==> config.mk <==
export PLATFORM = sky130hd
export DESIGN_NAME = hsc_ctrl
export DESIGN_NICKNAME = d
export VERILOG_FILES = /design/src/hsc_pkg.sv /design/src/hsc_ctrl.sv /design/src/hsc_it_check.sv
export VERILOG_INCLUDE_DIRS = /design/src /design/src/src
export SDC_FILE = /design/constraint.sdc
export NUM_CORES = 1
export LEC_CHECK = 0
export ABC_CLOCK_PERIOD_IN_PS = 880
export BUFFER_PORTS_ARGS = -buffer_cell sky130_fd_sc_hd__buf_2
export CAP_MARGIN = 20
export CORE_ASPECT_RATIO = 1.5
export CORE_UTILIZATION = 26
export DETAILED_ROUTE_END_ITERATION = 7
export PLACE_DENSITY = 0.68
export SYNTH_ARGS = -nofsm -noshare
export SYNTH_HDL_FRONTEND = slang
export SYNTH_SLANG_ARGS = --single-unit
==> constraint.sdc <==
create_clock -name clk -period 0.88 [get_ports clk]
set_input_delay 0.176 -clock clk [delete_from_list [all_inputs] [get_ports clk]]
set_output_delay 0.176 -clock clk [all_outputs]
set_load 0.05 [all_outputs]
==> src/hsc_cfg.svh <==
// constants for the hypervisor system control register
`ifndef HSC_CFG_SVH
`define HSC_CFG_SVH
// system coprocessor access encoding
`define HSC_OPC1 3'h4
`define HSC_OPC2 3'h0
`define HSC_CRN 4'h1
`define HSC_CRM 4'h0
// field positions
`define HSC_FI_BIT 21
`define HSC_WXN_BIT 19
`define HSC_BR_BIT 17
`define HSC_I_BIT 12
`define HSC_SED_BIT 8
`define HSC_ITD_BIT 7
`define HSC_BEN_BIT 5
`define HSC_C_BIT 2
`define HSC_A_BIT 1
`define HSC_M_BIT 0
// writable field mask and fixed-one bits (18, 16, 11, 4, 3)
`define HSC_RW_MASK 32'h002a11a7
`define HSC_RES1 32'h00050818
// reset value: defined fields 0, unknown fields taken as 0
`define HSC_RESET 32'h00000000
// if-then encoding checked against this low nibble
`define HSC_IT_MASK_OK 4'h8
`endif

==> src/hsc_pkg.sv <==
// types for the hypervisor system control register
package hsc_pkg;
	// privilege level of an access
	typedef enum logic [2:0] {
		HSC_USER = 3'b001,
		HSC_KERNEL = 3'b010,
		HSC_HYP = 3'b100
	} hsc_level_t;
	// coprocessor move request
	typedef struct packed {
		logic valid;
		logic write;
		logic [2:0] opc1;
		logic [2:0] opc2;
		logic [3:0] crn;
		logic [3:0] crm;
		logic [31:0] wdata;
	} hsc_cop_req_t;
	// decoded controls
	typedef struct packed {
		logic fast_interrupt_cfg;
		logic write_implies_nx;
		logic background_region_en;
		logic instr_cache_en;
		logic endianness_set_instr_disable;
		logic it_disable;
		logic legacy_barrier_en;
		logic data_cache_en;
		logic align_check_en;
		logic mpu_enable;
	} hsc_ctrl_t;
endpackage

==> src/hsc_ctrl.sv <==
// hypervisor system control register with its decoded controls
`timescale 1ns/1ps
`default_nettype none
`include "hsc_cfg.svh"
module hsc_ctrl #(
	parameter bit HAS_IT_DISABLE = 1'b1,
	parameter bit HAS_BARRIER_EN = 1'b1,
	parameter bit HAS_MIXED_ENDIAN = 1'b1
) (
	// clock and reset
	input wire logic clk,
	input wire logic resetn,
	// coprocessor move port
	input wire hsc_pkg::hsc_cop_req_t cop_req,
	input wire hsc_pkg::hsc_level_t cop_level,
	input wire logic hyp_trap_group1,
	output logic [31:0] cop_rdata,
	output logic cop_ack,
	output logic cop_trap,
	// memory access under check
	input wire logic acc_valid,
	input wire hsc_pkg::hsc_level_t acc_level,
	input wire logic acc_instr,
	input wire logic acc_write,
	input wire logic acc_exclusive,
	input wire logic acc_misaligned,
	input wire logic acc_multiple,
	// MPU attributes of the access
	input wire logic kern_mpu_normal,
	input wire logic hyp_mpu_normal,
	input wire logic hyp_mpu_hit,
	input wire logic hyp_mpu_writable,
	input wire logic hyp_mpu_xn,
	input wire logic kern_cacheable,
	// instruction under check
	input wire logic ins_valid,
	input wire logic ins_is_it,
	input wire logic ins_in_it,
	input wire logic ins_endianness_set_instr,
	input wire logic ins_barrier,
	input wire logic [15:0] ins_hw1,
	input wire logic [15:0] it_hw1,
	// access verdicts
	output logic acc_fault,
	output logic acc_align_fault,
	output logic acc_use_bg,
	output logic acc_xn,
	output logic acc_cacheable,
	output logic acc_interruptible,
	output logic acc_outer_shareable,
	// instruction verdict and controls
	output logic ins_undefined,
	output hsc_pkg::hsc_ctrl_t ctrl
);
	// ---------------------------------------------
	// register storage
	// ---------------------------------------------
	logic [31:0] control_reg;
	logic [31:0] control_next;
	logic [31:0] wmask;
	logic sel_hit;
	logic hyp_ok;
	logic [31:0] view;

	// which fields this build actually implements
	always_comb begin
		wmask = `HSC_RW_MASK;
		if (!HAS_IT_DISABLE) wmask[`HSC_ITD_BIT] = 1'b0;
		if (!HAS_BARRIER_EN) wmask[`HSC_BEN_BIT] = 1'b0;
		if (!HAS_MIXED_ENDIAN) wmask[`HSC_SED_BIT] = 1'b0;
	end

	// encoding decode of the coprocessor move
	assign sel_hit = cop_req.valid && (cop_req.opc1 == `HSC_OPC1) && (cop_req.opc2 == `HSC_OPC2)
		&& (cop_req.crn == `HSC_CRN) && (cop_req.crm == `HSC_CRM);
	// only hypervisor, or kernel without trap, may reach the register
	assign hyp_ok = (cop_level == hsc_pkg::HSC_HYP)
		|| ((cop_level == hsc_pkg::HSC_KERNEL) && !hyp_trap_group1);

	// next value merges writable bits only
	assign control_next = (control_reg & ~wmask) | (cop_req.wdata & wmask);

	// register write
	always_ff @(posedge clk or negedge resetn) begin
		if (!resetn) begin
			control_reg <= `HSC_RESET;
		end else if (sel_hit && hyp_ok && cop_req.write) begin
			control_reg <= control_next;
		end
	end

	// read view with fixed bits applied
	always_comb begin
		view = (control_reg & wmask) | `HSC_RES1;
		if (!HAS_BARRIER_EN) view[`HSC_BEN_BIT] = 1'b1;
		if (!HAS_MIXED_ENDIAN) view[`HSC_SED_BIT] = 1'b1;
	end

	// decoded controls from the read view
	always_comb begin
		ctrl.fast_interrupt_cfg = view[`HSC_FI_BIT];
		ctrl.write_implies_nx = view[`HSC_WXN_BIT];
		ctrl.background_region_en = view[`HSC_BR_BIT];
		ctrl.instr_cache_en = view[`HSC_I_BIT];
		ctrl.endianness_set_instr_disable = view[`HSC_SED_BIT];
		ctrl.it_disable = view[`HSC_ITD_BIT];
		ctrl.legacy_barrier_en = view[`HSC_BEN_BIT];
		ctrl.data_cache_en = view[`HSC_C_BIT];
		ctrl.align_check_en = view[`HSC_A_BIT];
		ctrl.mpu_enable = view[`HSC_M_BIT];
	end

	// ---------------------------------------------
	// coprocessor answer
	// ---------------------------------------------
	always_ff @(posedge clk or negedge resetn) begin
		if (!resetn) begin
			cop_ack <= 1'b0;
			cop_trap <= 1'b0;
			cop_rdata <= 32'h00000000;
		end else begin
			cop_ack <= sel_hit && hyp_ok;
			cop_trap <= sel_hit && (cop_level == hsc_pkg::HSC_KERNEL) && hyp_trap_group1;
			cop_rdata <= (sel_hit && hyp_ok && !cop_req.write) ? view : 32'h00000000;
		end
	end

	// ---------------------------------------------
	// access checks
	// ---------------------------------------------
	logic is_hyp;
	logic normal_mem;
	logic align_f;
	logic miss_f;
	logic xn_v;
	logic cache_v;
	assign is_hyp = (acc_level == hsc_pkg::HSC_HYP);

	// normal-memory attribute by level
	assign normal_mem = is_hyp ? hyp_mpu_normal : (kern_mpu_normal && hyp_mpu_normal);
	// alignment: exclusives always, others by enable at hypervisor level
	assign align_f = acc_misaligned && (acc_exclusive
		|| (is_hyp && ctrl.align_check_en));
	// region miss faults unless background region is on
	assign miss_f = is_hyp && ctrl.mpu_enable && !hyp_mpu_hit && !ctrl.background_region_en;
	// execute-never including write-implies-nx
	assign xn_v = is_hyp && acc_instr && ctrl.mpu_enable
		&& (hyp_mpu_xn || (ctrl.write_implies_nx && hyp_mpu_writable));

	// cacheability per level and access kind
	always_comb begin
		if (!is_hyp) begin
			cache_v = kern_cacheable;
		end else if (acc_instr) begin
			cache_v = ctrl.instr_cache_en && (normal_mem || !ctrl.mpu_enable);
		end else begin
			cache_v = ctrl.data_cache_en && normal_mem;
		end
	end

	// access verdict registers
	always_ff @(posedge clk or negedge resetn) begin
		if (!resetn) begin
			acc_fault <= 1'b0;
			acc_align_fault <= 1'b0;
			acc_use_bg <= 1'b0;
			acc_xn <= 1'b0;
			acc_cacheable <= 1'b0;
			acc_interruptible <= 1'b0;
			acc_outer_shareable <= 1'b0;
		end else begin
			acc_fault <= acc_valid && (miss_f || align_f || (xn_v && !acc_write));
			acc_align_fault <= acc_valid && align_f;
			acc_use_bg <= acc_valid && is_hyp && ctrl.mpu_enable && !hyp_mpu_hit
				&& ctrl.background_region_en;
			acc_xn <= acc_valid && xn_v;
			acc_cacheable <= acc_valid && cache_v;
			// base register restore is the pipeline's job on this flag
			acc_interruptible <= acc_valid && acc_multiple && normal_mem
				&& ctrl.fast_interrupt_cfg;
			acc_outer_shareable <= acc_valid && is_hyp && acc_instr && !ctrl.mpu_enable;
		end
	end

	// ---------------------------------------------
	// instruction checks
	// ---------------------------------------------
	logic it_bad;
	logic next_bad;
	logic undef_v;

	hsc_it_check u_it (
		.it_hw1(it_hw1),
		.next_hw1(ins_hw1),
		.it_bad(it_bad),
		.next_bad(next_bad)
	);

	// the pipeline says which half is the follower; condition is ignored
	always_comb begin
		undef_v = 1'b0;
		if (ins_endianness_set_instr && ctrl.endianness_set_instr_disable) undef_v = 1'b1;
		if (ins_barrier && !ctrl.legacy_barrier_en) undef_v = 1'b1;
		if (ins_is_it && ctrl.it_disable && it_bad) undef_v = 1'b1;
		if (ins_in_it && ctrl.it_disable && next_bad) undef_v = 1'b1;
	end

	// instruction verdict register
	always_ff @(posedge clk or negedge resetn) begin
		if (!resetn) begin
			ins_undefined <= 1'b0;
		end else begin
			ins_undefined <= ins_valid && (acc_level == hsc_pkg::HSC_HYP) && undef_v;
		end
	end

	// ---------------------------------------------
	// checks
	// ---------------------------------------------
	fixed_bits_a: assert property (@(posedge clk) disable iff (!resetn)
		cop_ack && !$past(cop_req.write) |-> (cop_rdata & 32'h0010e640) == 32'h0
		&& (cop_rdata & `HSC_RES1) == `HSC_RES1)
		else $error("fixed bits wrong");
	trap_kernel_a: assert property (@(posedge clk) disable iff (!resetn)
		sel_hit && cop_level == hsc_pkg::HSC_KERNEL && hyp_trap_group1 |=> cop_trap && !cop_ack)
		else $error("kernel access not trapped");
	write_take_a: assert property (@(posedge clk) disable iff (!resetn)
		sel_hit && hyp_ok && cop_req.write |=> control_reg[`HSC_M_BIT] == $past(cop_req.wdata[0]))
		else $error("mpu enable not written");
	align_excl_a: assert property (@(posedge clk) disable iff (!resetn)
		acc_valid && acc_misaligned && acc_exclusive |=> acc_align_fault)
		else $error("exclusive alignment missed");
	align_off_a: assert property (@(posedge clk) disable iff (!resetn)
		acc_valid && !acc_exclusive && !ctrl.align_check_en |=> !acc_align_fault)
		else $error("alignment fault while disabled");
	bg_miss_a: assert property (@(posedge clk) disable iff (!resetn)
		acc_valid && is_hyp && ctrl.mpu_enable && !hyp_mpu_hit |=> acc_use_bg == $past(ctrl.background_region_en)
		&& (acc_fault || acc_use_bg))
		else $error("background choice wrong");
	kern_cache_a: assert property (@(posedge clk) disable iff (!resetn)
		acc_valid && !is_hyp |=> acc_cacheable == $past(kern_cacheable))
		else $error("kernel cacheability disturbed");
	wxn_force_a: assert property (@(posedge clk) disable iff (!resetn)
		acc_valid && is_hyp && acc_instr && ctrl.mpu_enable && ctrl.write_implies_nx
		&& hyp_mpu_writable |=> acc_xn)
		else $error("writable region not execute-never");
	endianness_set_instr_a: assert property (@(posedge clk) disable iff (!resetn)
		ins_valid && is_hyp && ins_endianness_set_instr && ctrl.endianness_set_instr_disable |=> ins_undefined)
		else $error("endianness set not refused");
	fi_a: assert property (@(posedge clk) disable iff (!resetn)
		acc_valid && !ctrl.fast_interrupt_cfg |=> !acc_interruptible)
		else $error("interruptible without fast interrupt");
	reset_val_a: assert property (@(posedge clk)
		!resetn |=> !ctrl.mpu_enable || $past(resetn))
		else $error("mpu enable not cleared by reset");
endmodule
`default_nettype wire

==> src/hsc_it_check.sv <==
// decoder for if-then blocks disabled by it_disable
`timescale 1ns/1ps
`default_nettype none
`include "hsc_cfg.svh"
module hsc_it_check (
	// instruction halfwords
	input wire logic [15:0] it_hw1,
	input wire logic [15:0] next_hw1,
	// results
	output logic it_bad,
	output logic next_bad
);
	// it encodings other than the single-slot mask form
	assign it_bad = (it_hw1[3:0] != `HSC_IT_MASK_OK);
	// follower patterns that are refused inside a block
	always_comb begin
		next_bad = 1'b0;
		if (next_hw1[15:14] == 2'b11) next_bad = 1'b1;
		else if (next_hw1[15:12] == 4'hb) next_bad = 1'b1;
		else if (next_hw1[15:11] == 5'h14) next_bad = 1'b1;
		else if (next_hw1[15:11] == 5'h09) next_bad = 1'b1;
		else if ((next_hw1[15:12] == 4'h4) && next_hw1[10] && (next_hw1[6:3] == 4'hf))
			next_bad = 1'b1;
		else if ((next_hw1[15:10] == 6'h11) && next_hw1[7] && (next_hw1[2:0] == 3'h7))
			next_bad = 1'b1;
	end
endmodule
`default_nettype wire

; ---- After elaboration in Yosys (flattened, before gate mapping)
; Cells that the tools add are included.
[word_totals]
regBits = 64
in_bits = 106
out_inout_bits = 52
word_cells = 104
[classes]
eq_ne = 14
mux = 14
n_bitwise = 1
n_reduce_logical = 63
[ops]
columns = op, count
row1 = 1-bit logical AND, 48
row2 = 32-bit by 22-bit OR with 32-bit output, 1
row3 = 22-bit two-way mux, 1
row4 = 1-bit two-way mux, 13
row5 = 3-bit equality test (second input constant), 4
row6 = 4-bit equality test (second input constant), 2
row7 = 1-bit logical NOT, 7
row8 = 6-bit by 5-bit equality test with 1-bit output (second input constant), 1
row9 = 1-bit logical OR, 6
row10 = 5-bit by 4-bit equality test with 1-bit output (second input constant), 1
row11 = 5-bit equality test (second input constant), 1
row12 = 4-bit by 1-bit equality test with 1-bit output (second input constant), 1
row13 = 4-bit by 3-bit equality test with 1-bit output (second input constant), 1
row14 = 4-bit logical NOT, 1
row15 = 4-bit != test (second input constant), 1
row16 = 3-bit by 2-bit equality test with 1-bit output (second input constant), 1
row17 = 3-bit logical NOT, 1
row18 = 2-bit equality test (second input constant), 1

; ---- Depth between registers and ports, before layout
[logic_depth]
ltp_word = 12
ltp_mapped = 5
mapped_depth_nobuf = 4

; ---- Cells and area by module
; Synthesis repeated with hierarchy kept, for this count alone.
[unflattened]
cells_unflattened = 123
area_unflattened_um2 = 1447.6
[modules_own_cells]
columns = mod, n_inst, cells_each, area_each_um2, seq_area_each_um2
row1 = hsc_ctrl, 1, 114, 1370.1, 775.7
row2 = hsc_it_check, 1, 9, 77.6, 0.0

; ---- Least setup slack after synthesis
; OpenSTA, ideal clock, no wires.
[synth_timing]
path_type = input-to-reg
startpoint = in cop_req[33] (netlist bit)
endpoint = reg control_reg[0]
setup_time_ns = 0.125
t_arrival_ns = 1.623
required_ns = 0.755
setup_slack_ns = -0.868
path_stages = 3
n_path_buf = 0
cell_sequence = or4_4 nor4_4 mux2_2
[synth_between]
elab_chain_len = 4
[synth_rtl]
columns = item, line_no
row1 = from (decl), hsc_ctrl.sv:14  ; input wire hsc_pkg::hsc_cop_req_t cop_req,
row2 = 4-bit logical NOT (no line), -
row3 = 1-bit logical AND, hsc_ctrl.sv:74  ; assign sel_hit = cop_req.valid && (cop_req.opc1 == `HSC_OPC1) && (cop_req.opc2 == `HSC_OPC2)
row4 = 1-bit logical AND (2 in series), hsc_ctrl.sv:87  ; end else if (sel_hit && hyp_ok && cop_req.write) begin
row5 = to (signal assigned), hsc_ctrl.sv:86  ; control_reg <= `HSC_RESET;
row6 = to (signal assigned), hsc_ctrl.sv:88  ; control_reg <= control_next;
row7 = to (decl), hsc_ctrl.sv:58  ; logic [31:0] control_reg;
; Every way passes these cells.
; A chain may end at the register's enable or synchronous reset.

; ---- Worst setup path after layout
[layout_timing]
startpoint = in cop_req[33] (netlist bit)
endpoint = reg control_reg[19]
; The elaborated chain is that of the path after synthesis.

==> results.py <==
metrics = {
    "grt": {
        "antenna_found_initial": 0,
        "busiest_layer": "met2",
        "grt_pass1_vias": 1336,
        "grt_max_degree": 32,
        "grt_pass1_wl_um": 6230,
        "grtUsageTotal_pct": 14.4,
        "grt_use_met1_pct": 15.1,
        "grtUsageMet3_pct": 4.39,
        "grt-ovfl-total": 0,
        "met2_usage_pct": 25.5,
    },
    "cts": {
        "cts.sinks": 31,
        "htreeDepth": 2,
        "cts_inserted_buffers": 5,
        "clockBufferDepth": 2,
        "clk_latency_ns": 0.28,
        "path_clk_slew_ns": 0.07,
        "cts_root_buffer": "clkbuf_8",
        "cts_tree": "built",
    },
    "yosys": {
        "synth_most_common_cell": "dfrtp_1",
        "synth_top_area_share_pct": 53.9,
        "synthTopCellsByCount": "dfrtp_1, buf_4, and2_1, mux2_2",
        "synth_edf_count": 0,
        "syn_area_per_cell_um2": 11.2,
        "seq_area_frac_synth_pct": 53.9,
        "netlist_area_um2": 1440,
        "synthCells": 128,
        "synth-seq-cells": 31,
        "yosysWarnings": 0,
        "ys_types": 27,
        "netlist_top_cells_area": "dfrtp_1, buf_4, mux2_2",
        "synth_area_leader_cell": "dfrtp_1",
        "yosys_most_used_dff": "dfrtp_1",
        "synth_async_sr_flop_share_pct": 100,
    },
    "finish": {
        "diodes": 0,
        "final-seq-area_um2": 782,
        "drive_above_1_share_pct": 61.8,
        "nFillCells": 492,
        "area.growth.synth_to_final_pct": 81.0,
        "stdcell_area_um2": 2600,
        "fin_nets": 359,
        "multiInputGateArea_um2": 633,
        "largest_register_ff_count": 11,
        "fin_cells": 322,
    },
    "placement": {
        "dp_slack_ns": -0.894,
        "dp_cells": 308,
        "gp_congestion": 0.789,
        "dp_hpwl_um": 2930,
        "place_area_um2": 2090,
        "port_buffers": 104,
    },
    "sta": {
        "skew_ns": 0.00447,
        "rsz0062_at_grt": "true",
        "worst_slew_pin_slew_ns": 0.519,
        "fmax_ghz": 0.683,
        "min_period_ns": 1.46,
        "finalHoldViolCount": 0,
        "finalMaxSlewViolations": 0,
        "setup_viol": 62,
        "setup_slack_ns": -0.585,
        "setup_tns_ns": -15.81,
        "slew_headroom_pct": 65.4,
        "timing.final.crit_share_pct": 166,
    },
    "run": {
        "max_cap_viol_count": 0,
    },
    "hold_path": {
        "hp-start": "cop_req[0]",
        "min_to": "control_reg[0]",
        "min_path_type": "in -> reg",
        "hold_depth": 2,
    },
    "power": {
        "leakagePower_uw": 0.00137,
        "total_power_uw": 3410,
        "cellPowerDensity_nw_per_um2": 1310,
        "peakVddDrop_uv": 753,
    },
    "routing": {
        "wl_per_cell_um": 12.0,
        "drtIter0Drc": 25,
        "drt-total-wl_um": 3850,
        "ant_nets": 0,
        "drc_errors": 0,
        "vias": 1387,
        "firstDrtPassIters": 4,
        "viasPerCell": 4.31,
    },
    "setup_path": {
        "rrSetupSlack_ns": -0.19,
        "path_cells": "buf_6, or4_4, nor4_4, buf_12, mux2_2",
        "cp_slowest_cell": "or4_4",
        "critPathBufInv": 2,
        "end_kind": "flip-flop",
        "cp-start-kind": "primary input",
        "slowest_delay_ns": 0.55,
        "r2r-start": "control_reg[0]",
        "worstPathArrival_ns": 1.63,
        "rr_worst_depth": 4,
        "critPathTopFamily": "simple AND/OR/NAND/NOR gates",
        "worstSetupPathType": "in -> reg",
        "required_ns": 1.04,
        "reg2reg_to": "acc_fault",
        "critPathMaxFanout": 10,
    },
    "die": {
        "core_um2": 5250,
        "initial_core_util_pct": 27.4,
        "die_h_um": 93.1,
        "ios": 158,
        "fp-row-count": 32,
        "die_w_um": 62.7,
        "die-area_um2": 5840,
    },
    "run_status": {
        "violations": "setup timing",
        "status": "complete, but fails checks",
    },
}
-- routing by layer --
layer	routed length (um)	vias to the layer above
li1	-	653
met1	1310	623
met2	2090	101
met3	347	10
met4	99	0
met5	0	-
-- worst max-delay path by stage --
stage,start,to,slack [ns],cells after the start
after floorplan,cop_req[33],control_reg[0],-0.87,3
after global placement,cop_req[33],control_reg[21],-0.87,5
after detailed placement,cop_req[37],control_reg[21],-0.89,6
after CTS,cop_req[33],control_reg[19],-0.58,5
after global routing,cop_req[33],control_reg[17],-0.61,5
final,cop_req[33],control_reg[19],-0.58,5
-- cells in the final DEF (no fill, tap or decap), types with 3 or more instances in the layout --
| cell type | count |
|---|---|
| mux2_2 | 10 |
| and2_1 | 10 |
| nand2_1 | 9 |
| dfrtp_1 | 28 |
| nor2_1 | 8 |
| conb_1 | 17 |
| buf_2 | 64 |
| clkbuf_8 | 6 |
| inv_1 | 4 |
| buf_6 | 42 |
| nor4_4 | 3 |
| buf_4 | 13 |
| nand4_1 | 4 |
| a21oi_1 | 3 |
-- worst register-to-register path, stage by stage, from the launching register on --
cell	delay, ns
dfrtp_2	0.46
buf_6	0.13
nand4b_1	0.11
nor2_1	0.05
a211o_1	0.21
-- cell type report --
class	instances	share of cell area, %
clock buffer	6	3.17
clock inverter	2	1.35
timing repair buffer	124	37.3
tap	68	3.27
multi-input combinational	87	24.3
inverter	4	0.577
sequential	31	30.0
-- repair_timing --
| action | CTS | global route |
|---|---|---|
| hold buffers | 1 | 0 |
| setup endpoints to repair | 62 | 62 |
| setup buffers | 5 | 0 |
| pin swaps | 8 | 6 |
| endpoints found under the hold margin | 31 | 0 |
| gates resized for setup | 85 | 11 |
-- kinds of logic (layout without fill, tap and decap cells) --
logic type             Yosys count  after routing  share of synthesized area (%)
multiplexers                    10             10                           7.83
other                            1             17                          0.261
buffers and inverters           26            136                           12.3
flip-flops                      31             31                           53.9
AO/OA/AOI/OAI                   11             11                           5.48
AND/OR/NAND/NOR                 49             49                           20.3
-- metrics by stage --
step,hold slack (ns),util (%)
finish,0.125,49.6
global route,0.112,49.6
CTS,0.117,48.6
detailed placement,0.144,39.8
global placement,0.145,39.8
floorplan,-0.120,-
-- power by group --
group | switching (uW) | internal, uW | leakage (uW)
sequential | 3.59 | 1430 | 0.000426
clock | 525 | 915 | 0.0000612
combinational | 331 | 201 | 0.000885
Note: power is estimated with default switching activity, not from simulation.
